===== config.mk =====
export PLATFORM = sky130hd
export DESIGN_NAME = interrupt_vector_selector
export DESIGN_NICKNAME = d
export VERILOG_FILES = /design/src/include/vector_select_pkg.sv /design/src/rtl/lowest_index_picker.sv /design/src/rtl/interrupt_vector_selector.sv
export SDC_FILE = /design/constraint.sdc
export NUM_CORES = 2
export LEC_CHECK = 0
export ABC_AREA = 1
export BUFFER_PORTS_ARGS = -buffer_cell sky130_fd_sc_hd__buf_2
export CORE_MARGIN = 2
export CORE_UTILIZATION = 40
export CTS_CLUSTER_DIAMETER = 50
export DETAILED_ROUTE_END_ITERATION = 8
export GPL_TIMING_DRIVEN = 0
export PLACE_DENSITY_LB_ADDON = 0.3
export SYNTH_ARGS = -nofsm -noshare
export SYNTH_HDL_FRONTEND = slang
export SYNTH_SLANG_ARGS = --single-unit

===== constraint.sdc =====
create_clock -name ref_clk_i -period 24.9 [get_ports ref_clk_i]
set_input_delay 0 -clock ref_clk_i [delete_from_list [all_inputs] [get_ports ref_clk_i]]
set_output_delay 0 -clock ref_clk_i [all_outputs]
set_load 0.02 [all_outputs]

===== src/include/vector_select_pkg.sv =====
// Constants, field layouts and carrier types for the interrupt vector selector.
package vector_select_pkg;

	// Table geometry.
	localparam int NUM_TRAPS = 8;
	localparam int NUM_IRQS = 118;
	localparam int NUM_VECTORS = 126;
	localparam int VEC_ADDR_W = 24;
	localparam int VEC_NUM_W = 7;
	localparam int TRAP_NUM_W = 3;
	localparam int LEVEL_W = 4;
	localparam int PRIO_W = 3;
	localparam int NUM_LEVELS = 8;

	// Program memory word addresses.
	localparam logic [23:0] RESET_ADDR = 24'h000000;
	localparam logic [23:0] RESET_JUMP_TARGET = 24'h000002;
	localparam logic [23:0] PRIMARY_BASE = 24'h000004;
	localparam logic [23:0] ALT_OFFSET = 24'h000100;
	localparam logic [23:0] ALT_BASE = 24'h000104;
	localparam logic [23:0] PRIMARY_IRQ_BASE = 24'h000014;
	localparam logic [23:0] ALT_IRQ_BASE = 24'h000114;
	localparam logic [23:0] PRIMARY_LAST = 24'h0000fe;
	localparam logic [23:0] ALT_LAST = 24'h0001fe;
	localparam logic [6:0] IRQ_INDEX_OFFSET = 7'h08;

	// Trap vector numbers; 0, 5, 6 and 7 are reserved.
	localparam logic [2:0] TRAP_OSC_FAIL = 3'h1;
	localparam logic [2:0] TRAP_ADDR_ERR = 3'h2;
	localparam logic [2:0] TRAP_STACK_ERR = 3'h3;
	localparam logic [2:0] TRAP_MATH_ERR = 3'h4;
	localparam logic [3:0] TRAP_LEVEL = 4'hf;

	// Interrupt vector numbers of the named peripheral sources.
	localparam logic [4:0][6:0] EXT_VEC = {7'h36, 7'h35, 7'h1d, 7'h14, 7'h00};
	localparam logic [1:0][6:0] CAPTURE_VEC = {7'h05, 7'h01};
	localparam logic [1:0][6:0] COMPARE_VEC = {7'h06, 7'h02};
	localparam logic [4:0][6:0] TIMER_VEC = {7'h1c, 7'h1b, 7'h08, 7'h07, 7'h03};
	localparam logic [6:0] ADC_DONE_VEC = 7'h0d;
	localparam logic [6:0] SERIAL_RX_VEC = 7'h0b;
	localparam logic [6:0] SERIAL_TX_VEC = 7'h0c;
	localparam logic [6:0] SERIAL_ERR_VEC = 7'h41;

	// Register map on the plain register port.
	localparam int REG_ADDR_W = 4;
	localparam int REG_DATA_W = 16;
	localparam logic [3:0] REG_CONTROL_TWO = 4'h0;
	localparam logic [3:0] REG_LATCHED = 4'h1;
	localparam logic [3:0] REG_STATUS = 4'h2;
	localparam int ALT_SELECT_BIT = 15;
	localparam int LATCHED_NUM_LSB = 0;
	localparam int LATCHED_LVL_LSB = 8;
	localparam int STATUS_PEND_BIT = 15;
	localparam int STATUS_TRAP_BIT = 14;
	localparam int STATUS_STATE_LSB = 8;
	localparam int STATUS_NUM_LSB = 0;
	localparam logic [15:0] RESET_DATA = 16'h0000;

	typedef enum logic [1:0] {
		ST_IDLE = 2'b00,
		ST_REQUEST = 2'b01,
		ST_TAKEN = 2'b11
	} fsm_type;

	typedef struct packed {
		logic [REG_ADDR_W-1:0] addr;
		logic [REG_DATA_W-1:0] wdata;
		logic wr;
		logic rd;
	} bus_req_type;

	typedef struct packed {
		logic [4:0] ext_int;
		logic [1:0] capture;
		logic [1:0] compare;
		logic adc_done;
		logic [4:0] timer;
		logic serial_rx;
		logic serial_tx;
		logic serial_err;
	} periph_irq_type;

	typedef logic [NUM_IRQS-1:0][PRIO_W-1:0] prio_array_type;

endpackage


===== src/rtl/lowest_index_picker.sv =====
// Fixed-order picker that returns the lowest set bit of a request vector.
`timescale 1ns/1ps
module lowest_index_picker
	import vector_select_pkg::*;
#(
	parameter int WIDTH = 8,
	parameter int IDX_W = 3
) (
	// Requests.
	input wire logic [WIDTH-1:0] req_i,
	// Result.
	output logic valid_o,
	output logic [IDX_W-1:0] index_o
);

	// Scanning downward lets the lowest index overwrite every higher one.
	always_comb begin
		valid_o = 1'b0;
		index_o = '0;
		for (int i = WIDTH - 1; i >= 0; i--) begin
			if (req_i[i]) begin
				valid_o = 1'b1;
				index_o = IDX_W'(i);
			end
		end
	end

endmodule // lowest_index_picker


===== src/rtl/interrupt_vector_selector.sv =====
// Interrupt vector selector: resolves traps and interrupts into one vector fetch.
//
// Notes on behaviour
// Primary table starts at word address 000004h, after the reset entry.
// Table holds 126 entries: 8 traps then up to 118 interrupts.
// Each entry is a 24-bit program address where the handler starts.
// Among equal requests the lower table address wins; vector 0 wins all.
// Every implemented source has its own vector, none shared.
// Traps are non-maskable, vectors 0 to 7 at 000004h to 000012h.
// Interrupt vector n sits at 000014h plus 2n, last at 0000FEh.
// Alternate table lies 100h higher, traps from 000104h, interrupts to 0001FEh.
// With the alternate select bit set every vector comes from the alternate table.
// Alternate table keeps the primary ordering and numbering.
// Reset bypasses the controller and sends fetching to address 000000h.
// Software puts a jump at 000000h with its target at 000002h.
// Software fills unused entries with a handler that resets the device.
// Software copies the primary table into an unused alternate table.
// External, capture, compare and conversion-done sources map to fixed vectors.
// Timers and first serial port events map to fixed vectors.
// All requests reduce to one request line to the core.
// Within one priority level arbitration follows natural vector order.
// Taken vector number and new level are latched into a readable register.
// Fetch address is table base plus twice the index; interrupts add eight.
`timescale 1ns/1ps
module interrupt_vector_selector
	import vector_select_pkg::*;
(
	// Clock and reset.
	input wire logic ref_clk_i,
	input wire logic rst_n_i,
	// Register port.
	input wire bus_req_type bus_i,
	output logic [REG_DATA_W-1:0] rd_data_o,
	// Trap and interrupt requests.
	input wire logic [NUM_TRAPS-1:0] trap_i,
	input wire periph_irq_type periph_i,
	input wire logic [NUM_IRQS-1:0] other_irq_i,
	input wire prio_array_type prio_i,
	// Core side.
	input wire logic [LEVEL_W-1:0] cpu_level_i,
	input wire logic core_ack_i,
	output logic irq_o,
	output logic [VEC_ADDR_W-1:0] vector_addr_o,
	output logic [VEC_NUM_W-1:0] vector_num_o,
	output logic vector_is_trap_o,
	output logic [LEVEL_W-1:0] new_level_o,
	output logic vector_taken_o
);

	typedef struct packed {
		fsm_type fsm;
		logic irq;
		logic [VEC_ADDR_W-1:0] vec_addr;
		logic [VEC_NUM_W-1:0] vec_num;
		logic is_trap;
		logic [LEVEL_W-1:0] level;
		logic taken;
		logic alt_table_select;
		logic [VEC_NUM_W-1:0] latched_vector_number;
		logic [LEVEL_W-1:0] latched_priority_level;
		logic [REG_DATA_W-1:0] rd_data;
	} state_type;

	localparam state_type STATE_RESET = '{
		fsm: ST_IDLE,
		irq: 1'b0,
		vec_addr: RESET_ADDR,
		vec_num: '0,
		is_trap: 1'b0,
		level: '0,
		taken: 1'b0,
		alt_table_select: 1'b0,
		latched_vector_number: '0,
		latched_priority_level: '0,
		rd_data: RESET_DATA
	};

	state_type state;
	state_type next_state;

	logic [NUM_IRQS-1:0] irq_req;
	logic [NUM_LEVELS-1:0][NUM_IRQS-1:0] lvl_req;
	logic [PRIO_W-1:0] best_level;
	logic [NUM_IRQS-1:0] best_row;
	logic irq_valid;
	logic [VEC_NUM_W-1:0] irq_index;
	logic trap_valid;
	logic [TRAP_NUM_W-1:0] trap_index;
	logic sel_valid;
	logic sel_is_trap;
	logic [VEC_NUM_W-1:0] sel_num;
	logic [VEC_NUM_W-1:0] sel_table_index;
	logic [LEVEL_W-1:0] sel_level;
	logic [VEC_ADDR_W-1:0] sel_base;
	logic [VEC_ADDR_W-1:0] sel_addr;

	// Named peripheral sources are folded onto their fixed vector slots, so
	// each slot has exactly one owner beyond the generic request lines.
	always_comb begin
		irq_req = other_irq_i;
		for (int e = 0; e < 5; e++) begin
			irq_req[EXT_VEC[e]] = irq_req[EXT_VEC[e]] | periph_i.ext_int[e];
			irq_req[TIMER_VEC[e]] = irq_req[TIMER_VEC[e]] | periph_i.timer[e];
		end
		for (int c = 0; c < 2; c++) begin
			irq_req[CAPTURE_VEC[c]] = irq_req[CAPTURE_VEC[c]] | periph_i.capture[c];
			irq_req[COMPARE_VEC[c]] = irq_req[COMPARE_VEC[c]] | periph_i.compare[c];
		end
		irq_req[ADC_DONE_VEC] = irq_req[ADC_DONE_VEC] | periph_i.adc_done;
		irq_req[SERIAL_RX_VEC] = irq_req[SERIAL_RX_VEC] | periph_i.serial_rx;
		irq_req[SERIAL_TX_VEC] = irq_req[SERIAL_TX_VEC] | periph_i.serial_tx;
		irq_req[SERIAL_ERR_VEC] = irq_req[SERIAL_ERR_VEC] | periph_i.serial_err;
	end

	// Sort every request into its priority row. Level zero never fires, and a
	// request must outrank the level the core is currently running at.
	for (genvar i = 0; i < NUM_IRQS; i++) begin : g_level_rows
		logic eligible;
		assign eligible = irq_req[i] && ({1'b0, prio_i[i]} > cpu_level_i);
		for (genvar l = 0; l < NUM_LEVELS; l++) begin : g_level
			if (l == 0) begin : g_off
				assign lvl_req[l][i] = 1'b0;
			end else begin : g_on
				assign lvl_req[l][i] = eligible && (prio_i[i] == PRIO_W'(l));
			end
		end
	end

	// The highest populated level is chosen first; the picker then resolves
	// ties inside that level by natural order.
	always_comb begin
		best_level = '0;
		for (int l = 1; l < NUM_LEVELS; l++) begin
			if (|lvl_req[l]) begin
				best_level = PRIO_W'(l);
			end
		end
		best_row = lvl_req[best_level];
	end

	lowest_index_picker #(
		.WIDTH(NUM_IRQS),
		.IDX_W(VEC_NUM_W)
	) u_irq_picker (
		.req_i(best_row),
		.valid_o(irq_valid),
		.index_o(irq_index)
	);

	lowest_index_picker #(
		.WIDTH(NUM_TRAPS),
		.IDX_W(TRAP_NUM_W)
	) u_trap_picker (
		.req_i(trap_i),
		.valid_o(trap_valid),
		.index_o(trap_index)
	);

	// Traps sit below every interrupt in the table, so natural order alone
	// lets any trap outrank any interrupt; no level gate applies to them.
	always_comb begin
		sel_valid = trap_valid | irq_valid;
		sel_is_trap = trap_valid;
		if (trap_valid) begin
			sel_num = {4'h0, trap_index};
			sel_table_index = {4'h0, trap_index};
			sel_level = TRAP_LEVEL;
		end else begin
			sel_num = irq_index;
			sel_table_index = irq_index + IRQ_INDEX_OFFSET;
			sel_level = {1'b0, best_level};
		end
	end

	// Both tables share one layout, so only the base differs between them.
	always_comb begin
		if (state.alt_table_select) begin
			sel_base = ALT_BASE;
		end else begin
			sel_base = PRIMARY_BASE;
		end
		sel_addr = sel_base + {16'h0000, sel_table_index, 1'b0};
	end

	always_comb begin
		next_state = state;
		next_state.taken = 1'b0;
		next_state.rd_data = RESET_DATA;

		if (bus_i.wr) begin
			unique case (bus_i.addr)
				REG_CONTROL_TWO: begin
					next_state.alt_table_select = bus_i.wdata[ALT_SELECT_BIT];
				end
				default: begin
				end
			endcase
		end

		if (bus_i.rd) begin
			unique case (bus_i.addr)
				REG_CONTROL_TWO: begin
					next_state.rd_data[ALT_SELECT_BIT] = state.alt_table_select;
				end
				REG_LATCHED: begin
					next_state.rd_data[LATCHED_NUM_LSB +: VEC_NUM_W] =
						state.latched_vector_number;
					next_state.rd_data[LATCHED_LVL_LSB +: LEVEL_W] =
						state.latched_priority_level;
				end
				REG_STATUS: begin
					next_state.rd_data[STATUS_PEND_BIT] = state.irq;
					next_state.rd_data[STATUS_TRAP_BIT] = state.is_trap;
					next_state.rd_data[STATUS_STATE_LSB +: 2] = state.fsm;
					next_state.rd_data[STATUS_NUM_LSB +: VEC_NUM_W] = state.vec_num;
				end
				default: begin
				end
			endcase
		end

		unique case (state.fsm)
			ST_IDLE: begin
				if (sel_valid) begin
					next_state.fsm = ST_REQUEST;
					next_state.irq = 1'b1;
					next_state.vec_addr = sel_addr;
					next_state.vec_num = sel_num;
					next_state.is_trap = sel_is_trap;
					next_state.level = sel_level;
				end
			end
			ST_REQUEST: begin
				if (core_ack_i) begin
					// The core takes what it saw at this edge, not a newer winner.
					next_state.fsm = ST_TAKEN;
					next_state.irq = 1'b0;
					next_state.taken = 1'b1;
					next_state.latched_vector_number = state.vec_num;
					next_state.latched_priority_level = state.level;
				end else if (sel_valid) begin
					// A better request arriving before the acknowledge replaces
					// the one on offer; one arriving in the acknowledge cycle is not fetched.
					next_state.vec_addr = sel_addr;
					next_state.vec_num = sel_num;
					next_state.is_trap = sel_is_trap;
					next_state.level = sel_level;
				end else begin
					next_state.fsm = ST_IDLE;
					next_state.irq = 1'b0;
				end
			end
			ST_TAKEN: begin
				// One idle cycle lets the core raise its level before the next
				// arbitration, otherwise the same flag would be offered again.
				next_state.fsm = ST_IDLE;
			end
		endcase
	end

	// Reset never passes through arbitration; it parks the vector address at
	// the reset entry so fetching restarts from address zero.
	always_ff @(posedge ref_clk_i) begin
		if (!rst_n_i) begin
			state <= STATE_RESET;
		end else begin
			state <= next_state;
		end
	end

	assign irq_o = state.irq;
	assign vector_addr_o = state.vec_addr;
	assign vector_num_o = state.vec_num;
	assign vector_is_trap_o = state.is_trap;
	assign new_level_o = state.level;
	assign vector_taken_o = state.taken;
	assign rd_data_o = state.rd_data;

endmodule // interrupt_vector_selector


==> flow_metrics.env <==
export IMPL_gr_usage_all_layers_pct=34.8
export IMPL_multiInputGateArea_mm2=0.0253
export IMPL_yosys_register_bits=48
export IMPL_cts_setup_buffers=0
export IMPL_irDropWorstVdd_mv=0.0262
export IMPL_grt_pass1_wl_um=213000
export IMPL_first_pass_iters=6
export IMPL_nets=7568
export IMPL_wl_per_cell_um=18.7
export IMPL_grt_overflow_total=0
export IMPL_clk_latency_ps=290
export IMPL_setup_viol=0
export IMPL_fillCellCount=8630
export IMPL_rrSetupSlack_ps=22880
export IMPL_die_h_um=281
export IMPL_tightest_slew_ps=1410
export IMPL_gp_congestion=1.02
export IMPL_ant_nets=0
export IMPL_synth_edf_count=0
export IMPL_slew_headroom_pct=6.11
export IMPL_vias=42800
export IMPL_die_w_um=281
export IMPL_hp_class="in2reg"
export IMPL_skew_ps=5.08
export IMPL_outcome="finished clean"
export IMPL_cts_buffers=5
export IMPL_dpl_hpwl_um=122000
export IMPL_worstHoldStart="rst_n_i"
export IMPL_rsz0062_at_grt="no"
export IMPL_clkTransAtPathRegs_ps=60
export IMPL_worst_setup_path_end_kind="flip-flop"
export IMPL_drcViolationCount=0
export IMPL_worst_setup_path_type="in2reg"
export IMPL_num_io_pins=581
export IMPL_met3RoutedLength_um=14300
export IMPL_routed_wl_um=146000
export IMPL_grt_pass1_vias=37600
export IMPL_layout_drive_gt1_share_pct=12.1
export IMPL_hold_viol=0
export IMPL_p_leak_nw=21.3
export IMPL_required_ps=25090
export IMPL_period_share_pct=52.4
export IMPL_worst_setup_path_start_kind="input pin"
export IMPL_num_rows=101
export IMPL_critPathMaxFanout=66
export IMPL_slowest_delay_ps=680
export IMPL_ys_top_cells_by_area="nand2_1 (22%), ha_1 (14%), nand3_1 (13%), inv_1 (10%), nor2_1 (10%)"
export IMPL_r2r_end="vector_num_o[4]$_SDFFE_PN0P_"
export IMPL_grt_max_degree=73
export IMPL_async_flop_share_pct=0
export IMPL_cts_root_buf="clkbuf_16"
export IMPL_synthFlopType="dfxtp_1"
export IMPL_core_area_mm2=0.0759
export IMPL_area_growth_pct=14.8
export IMPL_netlist_instances=6111
export IMPL_finalSetupTns_ps=0
export IMPL_vias_per_cell=5.49
export IMPL_cap_violations=0
export IMPL_layout_area_seq_um2=961
export IMPL_drv_slew=0
export IMPL_critPathSlowestCell="clkbuf_1"
export IMPL_r2r_start="state[66]$_SDFFE_PN0P_"
export IMPL_cts_buffer_depth=2
export IMPL_io_buffers=546
export IMPL_ys_seq_area_share_pct=3.13
export IMPL_yosysWarnings=0
export IMPL_antenna_found_initial=82
export IMPL_fmax_mhz=76.6
export IMPL_top_layer="met5"
export IMPL_dieArea_mm2=0.0791
export IMPL_netlist_area_mm2=0.0307
export IMPL_synth_top_area_cell="nand2_1"
export IMPL_min_to="state[17]$_SDFFE_PN0P_"
export IMPL_synth_top_area_share_pct=22.4
export IMPL_drtIter0Drc=4535
export IMPL_start_util_pct=40.5
export IMPL_m1WireLength_um=59000
export IMPL_cts_tree="yes"
export IMPL_wl_met2_um=64200
export IMPL_crit_path_frequent_cell="clkbuf_1"
export IMPL_crit_arrival_ps=13240
export IMPL_hold_depth=3
export IMPL_rr_worst_depth=7
export IMPL_yosysUniqueCellTypes=66
export IMPL_timing_final_crit_period_ps=13050
export IMPL_cts_sinks=48
export IMPL_h_tree_depth=2
export IMPL_total_power_w=0.00116
export IMPL_synth_avg_cell_area_um2=5.03
export IMPL_p_per_area_mw_per_mm2=33.0
==> Yosys cell counts (3+ instances only) <==
library cell	instances
nand2_1	1833
inv_1	856
nor2_1	855
nand3_1	806
ha_1	356
o21ai_0	238
nor3_1	202
a21oi_1	153
nand4_1	117
buf_4	66
buf_2	59
o31ai_1	58
inv_2	52
a31oi_1	51
dfxtp_1	48
clkbuf_1	46
nand3b_1	43
or2_2	31
o22ai_1	26
o21bai_1	24
a31o_2	21
buf_1	16
a311oi_1	15
o32ai_1	14
o211ai_1	13
o21ai_1	11
nor4_1	9
o2111a_1	8
o311ai_0	8
a211oi_1	5
buf_6	5
mux2i_1	5
o2111ai_1	5
o221a_2	5
nor2_2	4
a2111oi_0	3
a21boi_0	3
nand2_2	3
or2_1	3
or3_1	3
==> worst max-delay path by stage <==
stage / from / endpoint / slack, ps / depth (start not counted)
after floorplan: cpu_level_i[2] / vector_addr_o[8]$_SDFFE_PN0P_ / 15150 / 54
after global placement: cpu_level_i[1] / vector_addr_o[8]$_SDFFE_PN0P_ / 8680 / 51
after detailed placement: cpu_level_i[2] / vector_addr_o[8]$_SDFFE_PN0P_ / 12300 / 50
after CTS: cpu_level_i[2] / vector_addr_o[8]$_SDFFE_PN0P_ / 12540 / 50
after global routing: cpu_level_i[2] / vector_addr_o[8]$_SDFFE_PN0P_ / 11290 / 49
final: cpu_level_i[2] / vector_addr_o[8]$_SDFFE_PN0P_ / 11850 / 49
==> layer usage <==
layer / GRT usage [%] / vias to the layer above
met5: 0 / -
met4: 19.1 / 26
met3: 6.66 / 399
met2: 56.1 / 2090
met1: 43.5 / 19000
li1: - / 21300
==> state kept, by name, indices dropped and copies added (netlist names) <==
signal            flops
state                14
rd_data_o            13
vector_addr_o         8
vector_num_o          7
new_level_o           3
irq_o                 1
vector_is_trap_o      1
vector_taken_o        1
==> worst max-delay path, delay by kind of cell <==
kind	cells	cell delay, ps
AO/OA/AOI/OAI	5	880
AND/OR/NAND/NOR	22	3860
buffers and inverters	21	7890
adder cells (fa/ha/maj)	1	340
==> layout make-up <==
class | instances | area share (%)
sequential | 48 | 2.72
antenna | 76 | 0.539
timing repair buffer | 550 | 8.03
tap | 1030 | 3.65
multi-input combinational | 4978 | 71.8
clock buffer | 6 | 0.394
clock inverter | 2 | 0.0426
buffer | 192 | 3.06
inverter | 910 | 9.71
==> layout by cell type (no fill, tap or decap), types with 31 or more instances in the layout <==
cell type and count:
buf_2 604, inv_1 854, nand3_1 806, nor2_1 855
nand3b_1 43, a21oi_1 153, nand2_1 1833, inv_2 52
o21ai_0 238, buf_4 66, or2_2 31, nand4_1 117
diode_2 76, nor3_1 202, ha_1 356, o31ai_1 58
a31oi_1 51, clkbuf_1 46, dfxtp_1 48
==> repair_timing <==
item	in CTS	in global routing
endpoints found under the hold margin	1	0
hold buffers	1	0
gates resized for setup	0	0
==> power breakdown <==
| group | total [W] | internal (W) | switching (W) | leakage, nW |
|---|---|---|---|---|
| logic | 0.00101 | 0.000313 | 0.000700 | 20.8 |
| clock network | 0.0000692 | 0.0000399 | 0.0000292 | 0.0696 |
| registers | 0.0000820 | 0.0000799 | 0.00000206 | 0.392 |
| total | 0.00116 | 0.000432 | 0.000731 | 21.3 |
==> kinds of logic after synthesis <==
logic type,after synthesis,synth area share (%)
AOI/OAI and AO/OA,677,13.5
buffers and inverters,1102,14.6
xor gates and xnor gates,3,0.0855
muxes,5,0.163
DFF,48,3.13
adders and majority gates,356,14.5
and+or+nand+nor,3919,54.0
other,1,0.0122
==> stage by stage <==
step	cell area [um^2]	cells	hold WS, ps	utilization [%]	setup WS [ps]
floorplan	30800	6128	138	-	15150
global placement	34800	7704	278	45.8	8680
detailed placement	34900	7707	295	46.0	12300
CTS	35100	7716	18.8	46.2	12540
global route	35200	7763	30.6	46.3	11290
finish	35300	7792	12.6	46.4	11850
Note: power is estimated with default switching activity, not from simulation.
